`config.mk`:
```
export PLATFORM = sky130hd
export DESIGN_NAME = fine_clamp_gain_offset
export DESIGN_NICKNAME = d
export VERILOG_FILES = /design/src/logic/fine_clamp_pkg.sv /design/src/logic/fine_clamp_gain_offset.sv
export SDC_FILE = /design/constraint.sdc
export NUM_CORES = 1
export LEC_CHECK = 0
export BUFFER_PORTS_ARGS = -buffer_cell sky130_fd_sc_hd__buf_2
export CAP_MARGIN = 20
export CORE_MARGIN = 2
export CORE_UTILIZATION = 58
export CTS_BUF_LIST = sky130_fd_sc_hd__clkbuf_16
export DETAILED_ROUTE_END_ITERATION = 8
export PLACE_DENSITY = 0.79
export RECOVER_POWER = 50
export SYNTH_ARGS = -nofsm -noshare
export SYNTH_HDL_FRONTEND = slang
export SYNTH_HIERARCHICAL = 1
export SYNTH_SLANG_ARGS = --single-unit
```
`constraint.sdc`:
```
create_clock -name sys_clk_i -period 7.35 [get_ports sys_clk_i]
set_input_delay 0.3675 -clock sys_clk_i [delete_from_list [all_inputs] [get_ports sys_clk_i]]
set_output_delay 0.3675 -clock sys_clk_i [all_outputs]
set_load 0.01 [all_outputs]
```
`src/logic/fine_clamp_pkg.sv`:
```
// Constants, register map and carriers for the fine clamp/gain/offset stage
// ----------------------------------------------------------------------
// Summary of operation
// - Clamp starts programmed pixels after HSYNC edge
// - External clamp selected ignores programmed start
// - Clamp lasts programmed width pixels from start
// - HSYNC output active for programmed pixel width
// - Independent 8-bit fine gain per colour channel
// - Gain equals one plus code over 256
// - 10-bit offset: upper per channel, shared LSBs
// - Offset code is offset binary, 80h zero
// - Default offset gives blank 0 or 512
// - Clamp source bit picks internal or external
// - Per-channel bottom or mid clamp level select
// ----------------------------------------------------------------------
package fine_clamp_pkg;

   // ---------------------------------------------------------------
   // Register offsets
   // ---------------------------------------------------------------
   localparam logic [7:0] ADDR_CLAMP_START  = 8'h05;
   localparam logic [7:0] ADDR_CLAMP_WIDTH  = 8'h06;
   localparam logic [7:0] ADDR_HSYNC_OUTPUT_PULSE_WIDTH  = 8'h07;
   localparam logic [7:0] ADDR_GAIN_BLUE    = 8'h08;
   localparam logic [7:0] ADDR_GAIN_GREEN   = 8'h09;
   localparam logic [7:0] ADDR_GAIN_RED     = 8'h0a;
   localparam logic [7:0] ADDR_OFFS_BLUE    = 8'h0b;
   localparam logic [7:0] ADDR_OFFS_GREEN   = 8'h0c;
   localparam logic [7:0] ADDR_OFFS_RED     = 8'h0d;
   localparam logic [7:0] ADDR_CLAMP_CTRL   = 8'h0f;
   localparam logic [7:0] ADDR_CLAMP_LEVEL  = 8'h10;
   localparam logic [7:0] ADDR_OFFS_LOW     = 8'h1d;

   // ---------------------------------------------------------------
   // Reset values
   // ---------------------------------------------------------------
   localparam logic [7:0] RST_CLAMP_START   = 8'h32;
   localparam logic [7:0] RST_CLAMP_WIDTH   = 8'h20;
   localparam logic [7:0] RST_HSYNC_OUTPUT_PULSE_WIDTH   = 8'h20;
   localparam logic [7:0] RST_GAIN          = 8'h00;
   localparam logic [7:0] RST_OFFS_UPPER    = 8'h80;
   localparam logic [1:0] RST_OFFS_LOW      = 2'h0;
   localparam logic       RST_CLAMP_SRC     = 1'b0;
   localparam logic [2:0] RST_CLAMP_LEVEL   = 3'h5;

   // ---------------------------------------------------------------
   // Field positions
   // ---------------------------------------------------------------
   localparam int CLAMP_SRC_BIT  = 7;   // In the clamp control register
   localparam int OFFS_LOW_W     = 2;   // LSB pair width per channel

   // ---------------------------------------------------------------
   // Datapath sizes and arithmetic constants
   // ---------------------------------------------------------------
   localparam int           NUM_CH      = 3;   // 0 blue, 1 green, 2 red
   localparam int           SAMPLE_W    = 10;
   localparam int           CNT_W       = 9;
   localparam logic [8:0]   CNT_MAX     = 9'h1ff;
   localparam logic [8:0]   GAIN_UNITY  = 9'h100;
   localparam int           GAIN_SHIFT  = 8;
   localparam logic [9:0]   MID_LEVEL   = 10'h200;
   localparam logic [9:0]   OFFSET_ZERO = 10'h200;
   localparam logic [9:0]   SAMPLE_MAX  = 10'h3ff;
   localparam int           FIFO_DEPTH  = 4;

   // ---------------------------------------------------------------
   // Carriers
   // ---------------------------------------------------------------
   typedef struct packed {
      logic       wr;      // Write strobe
      logic       rd;      // Read strobe
      logic [7:0] addr;    // Register offset
      logic [7:0] wdata;   // Write data
   } reg_req_s;

   typedef struct packed {
      logic [NUM_CH-1:0][SAMPLE_W-1:0] ch;   // Index 0 blue, 2 red
   } pixel_s;

endpackage

```
`src/logic/fine_clamp_gain_offset.sv`:
```
// Fine clamp timing, HSYNC output width, gain/offset datapath and its FIFO
`timescale 1ns/10ps

// ----------------------------------------------------------------------
// Small synchronous FIFO with valid/ready on both sides
// ----------------------------------------------------------------------
module pixel_fifo
#(
   parameter int WIDTH = 30,
   parameter int DEPTH = 4
)
(
   // Clock, reset, enable
   input  wire logic             sys_clk_i,
   input  wire logic             rst_i,
   input  wire logic             ce_i,
   // Fill side
   input  wire logic             wr_valid_i,
   output logic                  wr_ready_o,
   input  wire logic [WIDTH-1:0] wr_data_i,
   // Drain side
   output logic                  rd_valid_o,
   input  wire logic             rd_ready_i,
   output logic [WIDTH-1:0]      rd_data_o
);
   localparam int AW = $clog2(DEPTH);

   logic [WIDTH-1:0] mem [DEPTH];     // Storage words
   logic [AW-1:0]    wptr;            // Next write slot
   logic [AW-1:0]    rptr;            // Oldest word
   logic [AW:0]      count;           // Words held
   logic             push;
   logic             pop;

   // Honest flags straight from the occupancy count
   assign wr_ready_o = (count != (AW+1)'(DEPTH));
   assign rd_valid_o = (count != '0);
   assign rd_data_o  = mem[rptr];
   assign push       = ce_i && wr_valid_i && wr_ready_o;
   assign pop        = ce_i && rd_valid_o && rd_ready_i;

   // Storage write; no reset needed on data
   always_ff @(posedge sys_clk_i)
   begin
      if (push)
      begin
         mem[wptr] <= wr_data_i;
      end
   end

   // Pointers and occupancy
   always_ff @(posedge sys_clk_i or posedge rst_i)
   begin
      if (rst_i)
      begin
         wptr  <= '0;
         rptr  <= '0;
         count <= '0;
      end
      else
      begin
         if (push)
         begin
            wptr <= (wptr == AW'(DEPTH-1)) ? '0 : wptr + 1'b1;
         end
         if (pop)
         begin
            rptr <= (rptr == AW'(DEPTH-1)) ? '0 : rptr + 1'b1;
         end
         count <= count + (AW+1)'(push) - (AW+1)'(pop);
      end
   end

endmodule // pixel_fifo

// ----------------------------------------------------------------------
// Top: register file, clamp/HSYNC timing, per-channel conditioning
// ----------------------------------------------------------------------
module fine_clamp_gain_offset
(
   // Clock, reset, enable
   input  wire logic                     sys_clk_i,
   input  wire logic                     rst_i,
   input  wire logic                     ce_i,
   // Register port
   input  wire fine_clamp_pkg::reg_req_s reg_req_i,
   output logic [7:0]                    reg_rdata_o,
   // Sync timing
   input  wire logic                     hsync_ref_i,
   input  wire logic                     ext_clamp_i,
   output logic                          fine_clamp_o,
   output logic                          hsync_output_pulse_o,
   // Samples from the converters
   input  wire logic                     in_valid_i,
   output logic                          in_ready_o,
   input  wire fine_clamp_pkg::pixel_s   in_pixel_i,
   // Conditioned samples downstream
   output logic                          out_valid_o,
   input  wire logic                     out_ready_i,
   output fine_clamp_pkg::pixel_s        out_pixel_o
);
   localparam int NC = fine_clamp_pkg::NUM_CH;
   localparam int LW = fine_clamp_pkg::OFFS_LOW_W;

   // ---------------------------------------------------------------
   // Registers
   // ---------------------------------------------------------------
   logic [7:0]    clamp_start_position;   // Pixels after edge
   logic [7:0]    clamp_pulse_width;      // Clamp length in pixels
   logic [7:0]    hsync_out_pulse_width;  // HSYNC output length
   logic [7:0]    gain_fine  [NC];        // Blue, green, red gain
   logic [7:0]    offs_upper [NC];        // Offset bits 9..2
   logic [NC*LW-1:0] offs_low;            // Shared offset LSBs
   logic          clamp_source_select;    // 1 = external clamp
   logic [NC-1:0] clamp_level_mid;        // 1 = mid-level clamp

   // Host writes; each register holds until rewritten
   always_ff @(posedge sys_clk_i or posedge rst_i)
   begin
      if (rst_i)
      begin
         clamp_start_position  <= fine_clamp_pkg::RST_CLAMP_START;
         clamp_pulse_width     <= fine_clamp_pkg::RST_CLAMP_WIDTH;
         hsync_out_pulse_width <= fine_clamp_pkg::RST_HSYNC_OUTPUT_PULSE_WIDTH;
         for (int c = 0; c < NC; c++)
         begin
            gain_fine[c]  <= fine_clamp_pkg::RST_GAIN;
            offs_upper[c] <= fine_clamp_pkg::RST_OFFS_UPPER;
         end
         offs_low            <= '0;
         clamp_source_select <= fine_clamp_pkg::RST_CLAMP_SRC;
         clamp_level_mid     <= fine_clamp_pkg::RST_CLAMP_LEVEL;
      end
      else if (ce_i && reg_req_i.wr)
      begin
         case (reg_req_i.addr)
            fine_clamp_pkg::ADDR_CLAMP_START:
               clamp_start_position <= reg_req_i.wdata;
            fine_clamp_pkg::ADDR_CLAMP_WIDTH:
               clamp_pulse_width <= reg_req_i.wdata;
            fine_clamp_pkg::ADDR_HSYNC_OUTPUT_PULSE_WIDTH:
               hsync_out_pulse_width <= reg_req_i.wdata;
            fine_clamp_pkg::ADDR_GAIN_BLUE:  gain_fine[0] <= reg_req_i.wdata;
            fine_clamp_pkg::ADDR_GAIN_GREEN: gain_fine[1] <= reg_req_i.wdata;
            fine_clamp_pkg::ADDR_GAIN_RED:   gain_fine[2] <= reg_req_i.wdata;
            fine_clamp_pkg::ADDR_OFFS_BLUE:  offs_upper[0] <= reg_req_i.wdata;
            fine_clamp_pkg::ADDR_OFFS_GREEN: offs_upper[1] <= reg_req_i.wdata;
            fine_clamp_pkg::ADDR_OFFS_RED:   offs_upper[2] <= reg_req_i.wdata;
            fine_clamp_pkg::ADDR_OFFS_LOW:
               offs_low <= reg_req_i.wdata[NC*LW-1:0];
            fine_clamp_pkg::ADDR_CLAMP_CTRL:
               clamp_source_select <=
                  reg_req_i.wdata[fine_clamp_pkg::CLAMP_SRC_BIT];
            fine_clamp_pkg::ADDR_CLAMP_LEVEL:
               clamp_level_mid <= reg_req_i.wdata[NC-1:0];
            default: ;  // Unmapped offsets ignore writes
         endcase
      end
   end

   // Readback, one cycle after the read strobe; unmapped reads zero
   always_ff @(posedge sys_clk_i or posedge rst_i)
   begin
      if (rst_i)
      begin
         reg_rdata_o <= 8'h00;
      end
      else if (ce_i && reg_req_i.rd)
      begin
         case (reg_req_i.addr)
            fine_clamp_pkg::ADDR_CLAMP_START:
               reg_rdata_o <= clamp_start_position;
            fine_clamp_pkg::ADDR_CLAMP_WIDTH: reg_rdata_o <= clamp_pulse_width;
            fine_clamp_pkg::ADDR_HSYNC_OUTPUT_PULSE_WIDTH:
               reg_rdata_o <= hsync_out_pulse_width;
            fine_clamp_pkg::ADDR_GAIN_BLUE:   reg_rdata_o <= gain_fine[0];
            fine_clamp_pkg::ADDR_GAIN_GREEN:  reg_rdata_o <= gain_fine[1];
            fine_clamp_pkg::ADDR_GAIN_RED:    reg_rdata_o <= gain_fine[2];
            fine_clamp_pkg::ADDR_OFFS_BLUE:   reg_rdata_o <= offs_upper[0];
            fine_clamp_pkg::ADDR_OFFS_GREEN:  reg_rdata_o <= offs_upper[1];
            fine_clamp_pkg::ADDR_OFFS_RED:    reg_rdata_o <= offs_upper[2];
            fine_clamp_pkg::ADDR_OFFS_LOW:    reg_rdata_o <= 8'(offs_low);
            fine_clamp_pkg::ADDR_CLAMP_CTRL:
               reg_rdata_o <= 8'(clamp_source_select)
                              << fine_clamp_pkg::CLAMP_SRC_BIT;
            fine_clamp_pkg::ADDR_CLAMP_LEVEL:
               reg_rdata_o <= 8'(clamp_level_mid);
            default:                          reg_rdata_o <= 8'h00;
         endcase
      end
   end

   // ---------------------------------------------------------------
   // Pixel counter from the HSYNC reference edge
   // ---------------------------------------------------------------
   logic [8:0] pix_cnt;    // Pixels since the edge
   logic       line_run;   // Counter meaningful since last edge

   // Counter restarts at each edge and parks at its top value
   always_ff @(posedge sys_clk_i or posedge rst_i)
   begin
      if (rst_i)
      begin
         pix_cnt  <= '0;
         line_run <= 1'b0;
      end
      else if (ce_i)
      begin
         if (hsync_ref_i)
         begin
            pix_cnt  <= '0;
            line_run <= 1'b1;
         end
         else if (pix_cnt != fine_clamp_pkg::CNT_MAX)
         begin
            pix_cnt <= pix_cnt + 1'b1;
         end
         else
         begin
            line_run <= 1'b0;  // Parked; no pulse until next edge
         end
      end
   end

   // Window compare; sum is nine bits so start+width never wraps
   logic [8:0] clamp_end;
   logic       clamp_win;
   logic       hsync_output_pulse_win;
   assign clamp_end = {1'b0, clamp_start_position} + {1'b0, clamp_pulse_width};
   assign clamp_win = line_run
                      && (pix_cnt >= {1'b0, clamp_start_position})
                      && (pix_cnt < clamp_end);
   assign hsync_output_pulse_win = line_run
                      && (pix_cnt < {1'b0, hsync_out_pulse_width});

   // Registered timing outputs; external clamp bypasses the window
   always_ff @(posedge sys_clk_i or posedge rst_i)
   begin
      if (rst_i)
      begin
         fine_clamp_o         <= 1'b0;
         hsync_output_pulse_o <= 1'b0;
      end
      else if (ce_i)
      begin
         fine_clamp_o <= clamp_source_select ? ext_clamp_i
                                             : clamp_win;
         hsync_output_pulse_o <= hsync_output_pulse_win;
      end
   end

   // ---------------------------------------------------------------
   // Per-channel gain, offset and saturation
   // ---------------------------------------------------------------
   // Mid-level channels scale about the 512 blank so blank stays put
   function automatic logic [9:0] condition(input logic [9:0] s,
                                            input logic [7:0] g,
                                            input logic [9:0] off,
                                            input logic       mid);
      logic [9:0]         base;
      logic [8:0]         gs;
      logic signed [11:0] d;
      logic signed [21:0] p;
      logic signed [13:0] v;
      base = mid ? fine_clamp_pkg::MID_LEVEL : 10'h000;
      gs   = {1'b0, g} + fine_clamp_pkg::GAIN_UNITY;
      d    = $signed({2'b00, s}) - $signed({2'b00, base});
      p    = d * $signed({2'b00, gs});
      v    = 14'(p >>> fine_clamp_pkg::GAIN_SHIFT)
             + $signed({4'h0, base})
             + $signed({4'h0, off})
             - $signed({4'h0, fine_clamp_pkg::OFFSET_ZERO});
      if (v < 0)
         return 10'h000;
      else if (v > $signed({4'h0, fine_clamp_pkg::SAMPLE_MAX}))
         return fine_clamp_pkg::SAMPLE_MAX;
      else
         return v[9:0];
   endfunction

   fine_clamp_pkg::pixel_s cond_pixel;   // Result into the FIFO

   generate
      for (genvar c = 0; c < NC; c++)
      begin : g_chan
         // Offset word: own upper byte above its own LSB pair from the shared register
         assign cond_pixel.ch[c] = condition(in_pixel_i.ch[c], gain_fine[c],
                                       {offs_upper[c], offs_low[c*LW +: LW]},
                                       clamp_level_mid[c]);
      end
   endgenerate

   // ---------------------------------------------------------------
   // Output FIFO; a full FIFO stalls the converter side
   // ---------------------------------------------------------------
   pixel_fifo
   #(
      .WIDTH ($bits(fine_clamp_pkg::pixel_s)),
      .DEPTH (fine_clamp_pkg::FIFO_DEPTH)
   )
   u_fifo
   (
      .sys_clk_i  (sys_clk_i),
      .rst_i      (rst_i),
      .ce_i       (ce_i),
      .wr_valid_i (in_valid_i),
      .wr_ready_o (in_ready_o),
      .wr_data_i  (cond_pixel),
      .rd_valid_o (out_valid_o),
      .rd_ready_i (out_ready_i),
      .rd_data_o  (out_pixel_o)
   );

   // ---------------------------------------------------------------
   // Assertions
   // ---------------------------------------------------------------
   // Unity gain and zero offset on blue; holds for either clamp level
   logic def_regs;
   assign def_regs = (gain_fine[0] == 8'h00) && (offs_upper[0] == 8'h80)
                     && (offs_low[1:0] == 2'h0);

   property p_clamp_start;
      @(posedge sys_clk_i) disable iff (rst_i)
      (ce_i && !clamp_source_select && line_run && !hsync_ref_i
       && clamp_pulse_width != 8'h00
       && pix_cnt == {1'b0, clamp_start_position}) |=> fine_clamp_o;
   endproperty
   a_clamp_start: assert property (p_clamp_start)
      else $error("clamp not raised at start position");

   property p_clamp_before;
      @(posedge sys_clk_i) disable iff (rst_i)
      (ce_i && !clamp_source_select && line_run
       && pix_cnt < {1'b0, clamp_start_position}) |=> !fine_clamp_o;
   endproperty
   a_clamp_before: assert property (p_clamp_before)
      else $error("clamp raised before start position");

   property p_clamp_ext;
      @(posedge sys_clk_i) disable iff (rst_i)
      (ce_i && clamp_source_select) |=> fine_clamp_o == $past(ext_clamp_i);
   endproperty
   a_clamp_ext: assert property (p_clamp_ext)
      else $error("external clamp not followed");

   property p_clamp_end;
      @(posedge sys_clk_i) disable iff (rst_i)
      (ce_i && !clamp_source_select && pix_cnt == clamp_end) |=> !fine_clamp_o;
   endproperty
   a_clamp_end: assert property (p_clamp_end)
      else $error("clamp longer than programmed width");

   property p_hsync_output_pulse_width;
      @(posedge sys_clk_i) disable iff (rst_i)
      (ce_i && hsync_ref_i && hsync_out_pulse_width == 8'h04) ##1 ce_i [*5]
      |=> $past(hsync_output_pulse_o, 4) && !hsync_output_pulse_o;
   endproperty
   a_hsync_output_pulse_width: assert property (p_hsync_output_pulse_width)
      else $error("hsync output width wrong");

   property p_unity;
      @(posedge sys_clk_i) disable iff (rst_i)
      def_regs |-> cond_pixel.ch[0] == in_pixel_i.ch[0];
   endproperty
   a_unity: assert property (p_unity)
      else $error("default settings alter blue sample");

   property p_gain_half;
      @(posedge sys_clk_i) disable iff (rst_i)
      (gain_fine[1] == 8'h80 && offs_upper[1] == 8'h80
       && offs_low[3:2] == 2'h0 && !clamp_level_mid[1]
       && in_pixel_i.ch[1] == 10'h12c) |-> cond_pixel.ch[1] == 10'h1c2;
   endproperty
   a_gain_half: assert property (p_gain_half)
      else $error("gain 80h not 1.5");

   property p_offset_step;
      @(posedge sys_clk_i) disable iff (rst_i)
      (gain_fine[2] == 8'h00 && offs_upper[2] == 8'h00
       && offs_low[5:4] == 2'h1 && !clamp_level_mid[2]
       && in_pixel_i.ch[2] == 10'h200) |-> cond_pixel.ch[2] == 10'h001;
   endproperty
   a_offset_step: assert property (p_offset_step)
      else $error("offset composition wrong");

   property p_mid_blank;
      @(posedge sys_clk_i) disable iff (rst_i)
      (clamp_level_mid[0] && offs_upper[0] == 8'h80 && offs_low[1:0] == 2'h0
       && in_pixel_i.ch[0] == fine_clamp_pkg::MID_LEVEL)
      |-> cond_pixel.ch[0] == fine_clamp_pkg::MID_LEVEL;
   endproperty
   a_mid_blank: assert property (p_mid_blank)
      else $error("mid-level blank moved");

   property p_saturate;
      @(posedge sys_clk_i) disable iff (rst_i)
      (gain_fine[0] >= 8'h80 && offs_upper[0] >= 8'h80
       && in_pixel_i.ch[0] >= 10'h3e8) |-> cond_pixel.ch[0] == 10'h3ff;
   endproperty
   a_saturate: assert property (p_saturate)
      else $error("result wrapped instead of saturating");

   c_clamp_rise: cover property (@(posedge sys_clk_i) disable iff (rst_i)
      !fine_clamp_o ##1 fine_clamp_o);
   c_fifo_full: cover property (@(posedge sys_clk_i) disable iff (rst_i)
      !in_ready_o);
   c_ext_clamp: cover property (@(posedge sys_clk_i) disable iff (rst_i)
      clamp_source_select && fine_clamp_o);

endmodule // fine_clamp_gain_offset

```
==> metrics.md <==
| Metric | Value |
|---|---|
| CTS tree | `done` |
| Initial antenna violation count | `7` |
| Slew HR | `-117.7%` |
| Rows | `74` |
| Psw | `between 2000 and 2500 uW` |
| Post-DR wirelength/cell | `19.91 um` |
| Core ar. | `0.04065 mm^2` |
| Longest Clk Path Bufs | `3` |
| Max IR drop VDD | `246.4 uV` |
| Via-to-Cell Ratio | `5.758` |
| Largest delay contributor family on the critical path | `adder cells` |
| Cell area after synthesis | `between 0.02 and 0.025 mm^2` |
| Die height | `206.6 um` |
| Asr flop ratio synth | `47.60%` |
| Setup WS post-layout | `-224.4 ps` |
| Tmin final | `7574 ps` |
| Clock Skew | `19.29 ps` |
| Worst Path Buf+Inv | `5` |
| Fraction of power consumed by sequential logic | `29.9%` |
| Initial DRC count | `1,137` |
| Vias in the first global route | `18,790` |
| GRT Overall Usage | `roughly 28%` |
| Htree depth | `1` |
| Clock sink total | `about 230` |
| Netlist cell types | `78` |
| Hpwl dp | `44.66 mm` |
| WL met3 | `4.306 mm` |
| Syn avg cell area | `around 11 um^2` |
| Share of layout cells above drive strength 1 | `~29%` |
| Detailed Routing Iterations Pass 1 | `7` |
| Failing checks | `max-capacitance violations, max-slew violations, negative setup slack` |
| Prevailing post-synth register cell | `edfxtp_1` |
| CP startpoint kind | `register` |
| FF/Latch Area | `about 0.0064 mm^2` |
| CP max-delay cell | `fa_1` |
| Yosys warnings | `6` |
| Slew @ Worst Pin | `between 3000 and 4000 ps` |
| Final hold slack | `around 77 ps` |
| Worst-skew pair later-pin latency | `540 ps` |
| Clock network fraction of total power | `20.1%` |
| Sw Ratio | `36.76%` |
| Power per cell area | `209.2 mW/mm^2` |
| Max layer used | `met4` |
| FMAX | `132.0 MHz` |
| Largest net degree at the start of global routing | `61` |
| Initial Util | `58.57%` |
| RSZ-0062 raised after global routing | `true` |
| Setup_tns | `-22,290 ps` |
| Crit share post-route | `103.1%` |
| Overall Power | `6037 uW` |
| Syn Inst Count | `2,227` |
| GP Congestion | `0.9303` |
| DR DRC count | `0` |
| Layout Cell Area excl Fill | `0.02886 mm^2` |
| Placement Cell Area | `0.02647 mm^2` |
| Leak Pwr | `0.01423 uW` |
| Most used cell, CP | `fa_1` |
| EDFF count, synth | `120` |
| Critical Path AT | `7850 ps` |
| Sequential share of the synthesized area | `26.64%` |
| M1 wire length | `~24 mm` |
| Fill cells | `2,602` |
| Multi-input logic area | `between 0.015 and 0.02 mm^2` |
| Max Slew Vio Count | `~200` |
| Final hold vios | `0` |
| Post-Route WL | `between 60 and 70 mm` |
| Critical path class | `register to register` |
| Global route overflow | `0` |
| # IOs | `97` |
| Critical path fanouts, max | `5` |
| Combinational power share | `50.0%` |
| DIE AREA | `~0.043 mm^2` |
| Vias | `17,960` |
| Clock slew at reported path FFs | `around 60 ps` |
| Synthesized Nets | `2,814` |
| Area grow syn2layout | `21.23%` |
| Port Buffers | `96` |
| First-pass GRT wire length | `94.30 mm` |
| Post-layout net count | `roughly 3,100` |
| Routed Antenna Nets | `0` |
| Internal power | `3818 uW` |
| Root buffer cell | `clkbuf_16` |
| WP data required | `~7600 ps` |
| Final Setup Violations | `120` |
| Status | `finished, violations left` |
| Hold WC Path Type | `primary input to register` |
| Yosys reg bits | `229` |
| WL met2 | `31.86 mm` |
| Max-cap violations | `5` |
| Inserted Clock Buffers | `25` |
| Die extent in x | `206.6 um` |
| Final core occ | `between 70% and 80%` |
| CP endpoint kind | `register` |
| Largest stage delay, worst path | `around 570 ps` |
[worst paths after layout]
| path | start | end | slack, ps | cells past startpoint |
|---|---|---|---|---|
| max in group asynchronous | rst_i | gain_fine[1] | 2400 | 4 |
| hold reg to reg | reg_rdata_o[4] | reg_rdata_o[4] | 480 | 2 |
| min in group asynchronous | rst_i | u_fifo/wptr[1] | 410 | 3 |
| setup reg to reg | clamp_level_mid[0] | u_fifo/mem[0][7] | -220 | 29 |
| hold / removal | hsync_ref_i | pix_cnt[8] | 80 | 2 |
| setup / recovery | clamp_level_mid[0] | u_fifo/mem[0][7] | -220 | 29 |
[flip-flops by register name (all words and copies together) (netlist names)]
name and count:
clamp_start_position 8, line_run 1, u_fifo/count 3, offs_upper 24, clamp_source_select 1, hsync_output_pulse_o 1
offs_low 6, pix_cnt 9, clamp_pulse_width 8, u_fifo/wptr 2, fine_clamp_o 1, clamp_level_mid 3
u_fifo/rptr 2, gain_fine 24, hsync_out_pulse_width 8, u_fifo/mem 120, reg_rdata_o 8
[synth_stat cells (all sizes together), types with 34 or more instances]
cell type	number	area (um^2)
ha	268	3353
and2	125	782.0
dfrtp	99	2477
mux4	35	788.3
a21o	40	300.3
fa	264	5285
clkbuf	48	180.2
a21oi	66	345.3
nor2	71	269.0
nand2	188	713.2
inv	406	1524
o21ai	64	320.3
o21a	34	255.2
mux2	76	863.3
edfxtp	120	3603
xnor2	66	578.1
[through the flow]
stage,cells,setup WS (ps)
6_report,3119,-224.4
3_5_place_dp,3014,-450.0
3_3_place_gp,3013,-301.5
5_1_grt,3118,-408.9
4_1_cts,3095,-104.1
2_1_floorplan,2227,-30.95
[final cells by class]
class                   count  area share, %
diodes                      7        0.06069
clock buffers              25          2.168
clock inverters            21         0.5592
inverters                 406          5.328
multi-input cells        1529          58.48
flip-flops and latches    229          22.04
well taps                 532          2.306
repair buffers            370          9.052
[logic make-up (layout without fill, tap and decap cells)]
logic type | count (synthesis) | after routing | synth area share [%]
AOI/OAI and AO/OA | 279 | 279 | 7.994
adders and majority gates | 532 | 532 | 36.28
and+or+nand+nor | 505 | 505 | 10.66
buffers and inverters | 469 | 822 | 7.626
other | 0 | 7 | 0
muxes | 124 | 124 | 7.484
xor gates and xnor gates | 89 | 89 | 3.306
DFF | 229 | 229 | 26.64
[routing by layer]
layer  track usage [%]  up-vias
met4             8.648        0
met2             49.84      755
li1                  -     8020
met5                 0        -
met1             35.85     9003
met3             3.548      181
[cells in the final DEF, fill, tap and decap left out, types with 42 or more instances in the layout]
cell	instances
buf_4	254
fa_1	254
xnor2_1	63
nand2_1	171
ha_4	42
and2_1	117
ha_1	222
nor2_1	65
edfxtp_1	120
mux2_2	74
dfrtp_1	84
o21ai_0	48
inv_1	393
buf_2	84
[power by group through the flow]
stage	combinational, uW	clock [uW]	sequential (uW)
CTS	2670	1220	1830
global placement	2230	0	1840
global route	3230	1270	1820
floorplan	1610	0	1770
finish	3020	1210	1810
detailed placement	2340	0	1850
[repair_timing]
item,CTS,global route
pin swaps,73,101
endpoints found under the setup margin,120,120
hold buffers,1,0
setup buffers,32,16
hold endpoints to repair,45,0
resized for setup,119,116
cloned,3,0
No activity file was read; power rests on OpenSTA's default activity.
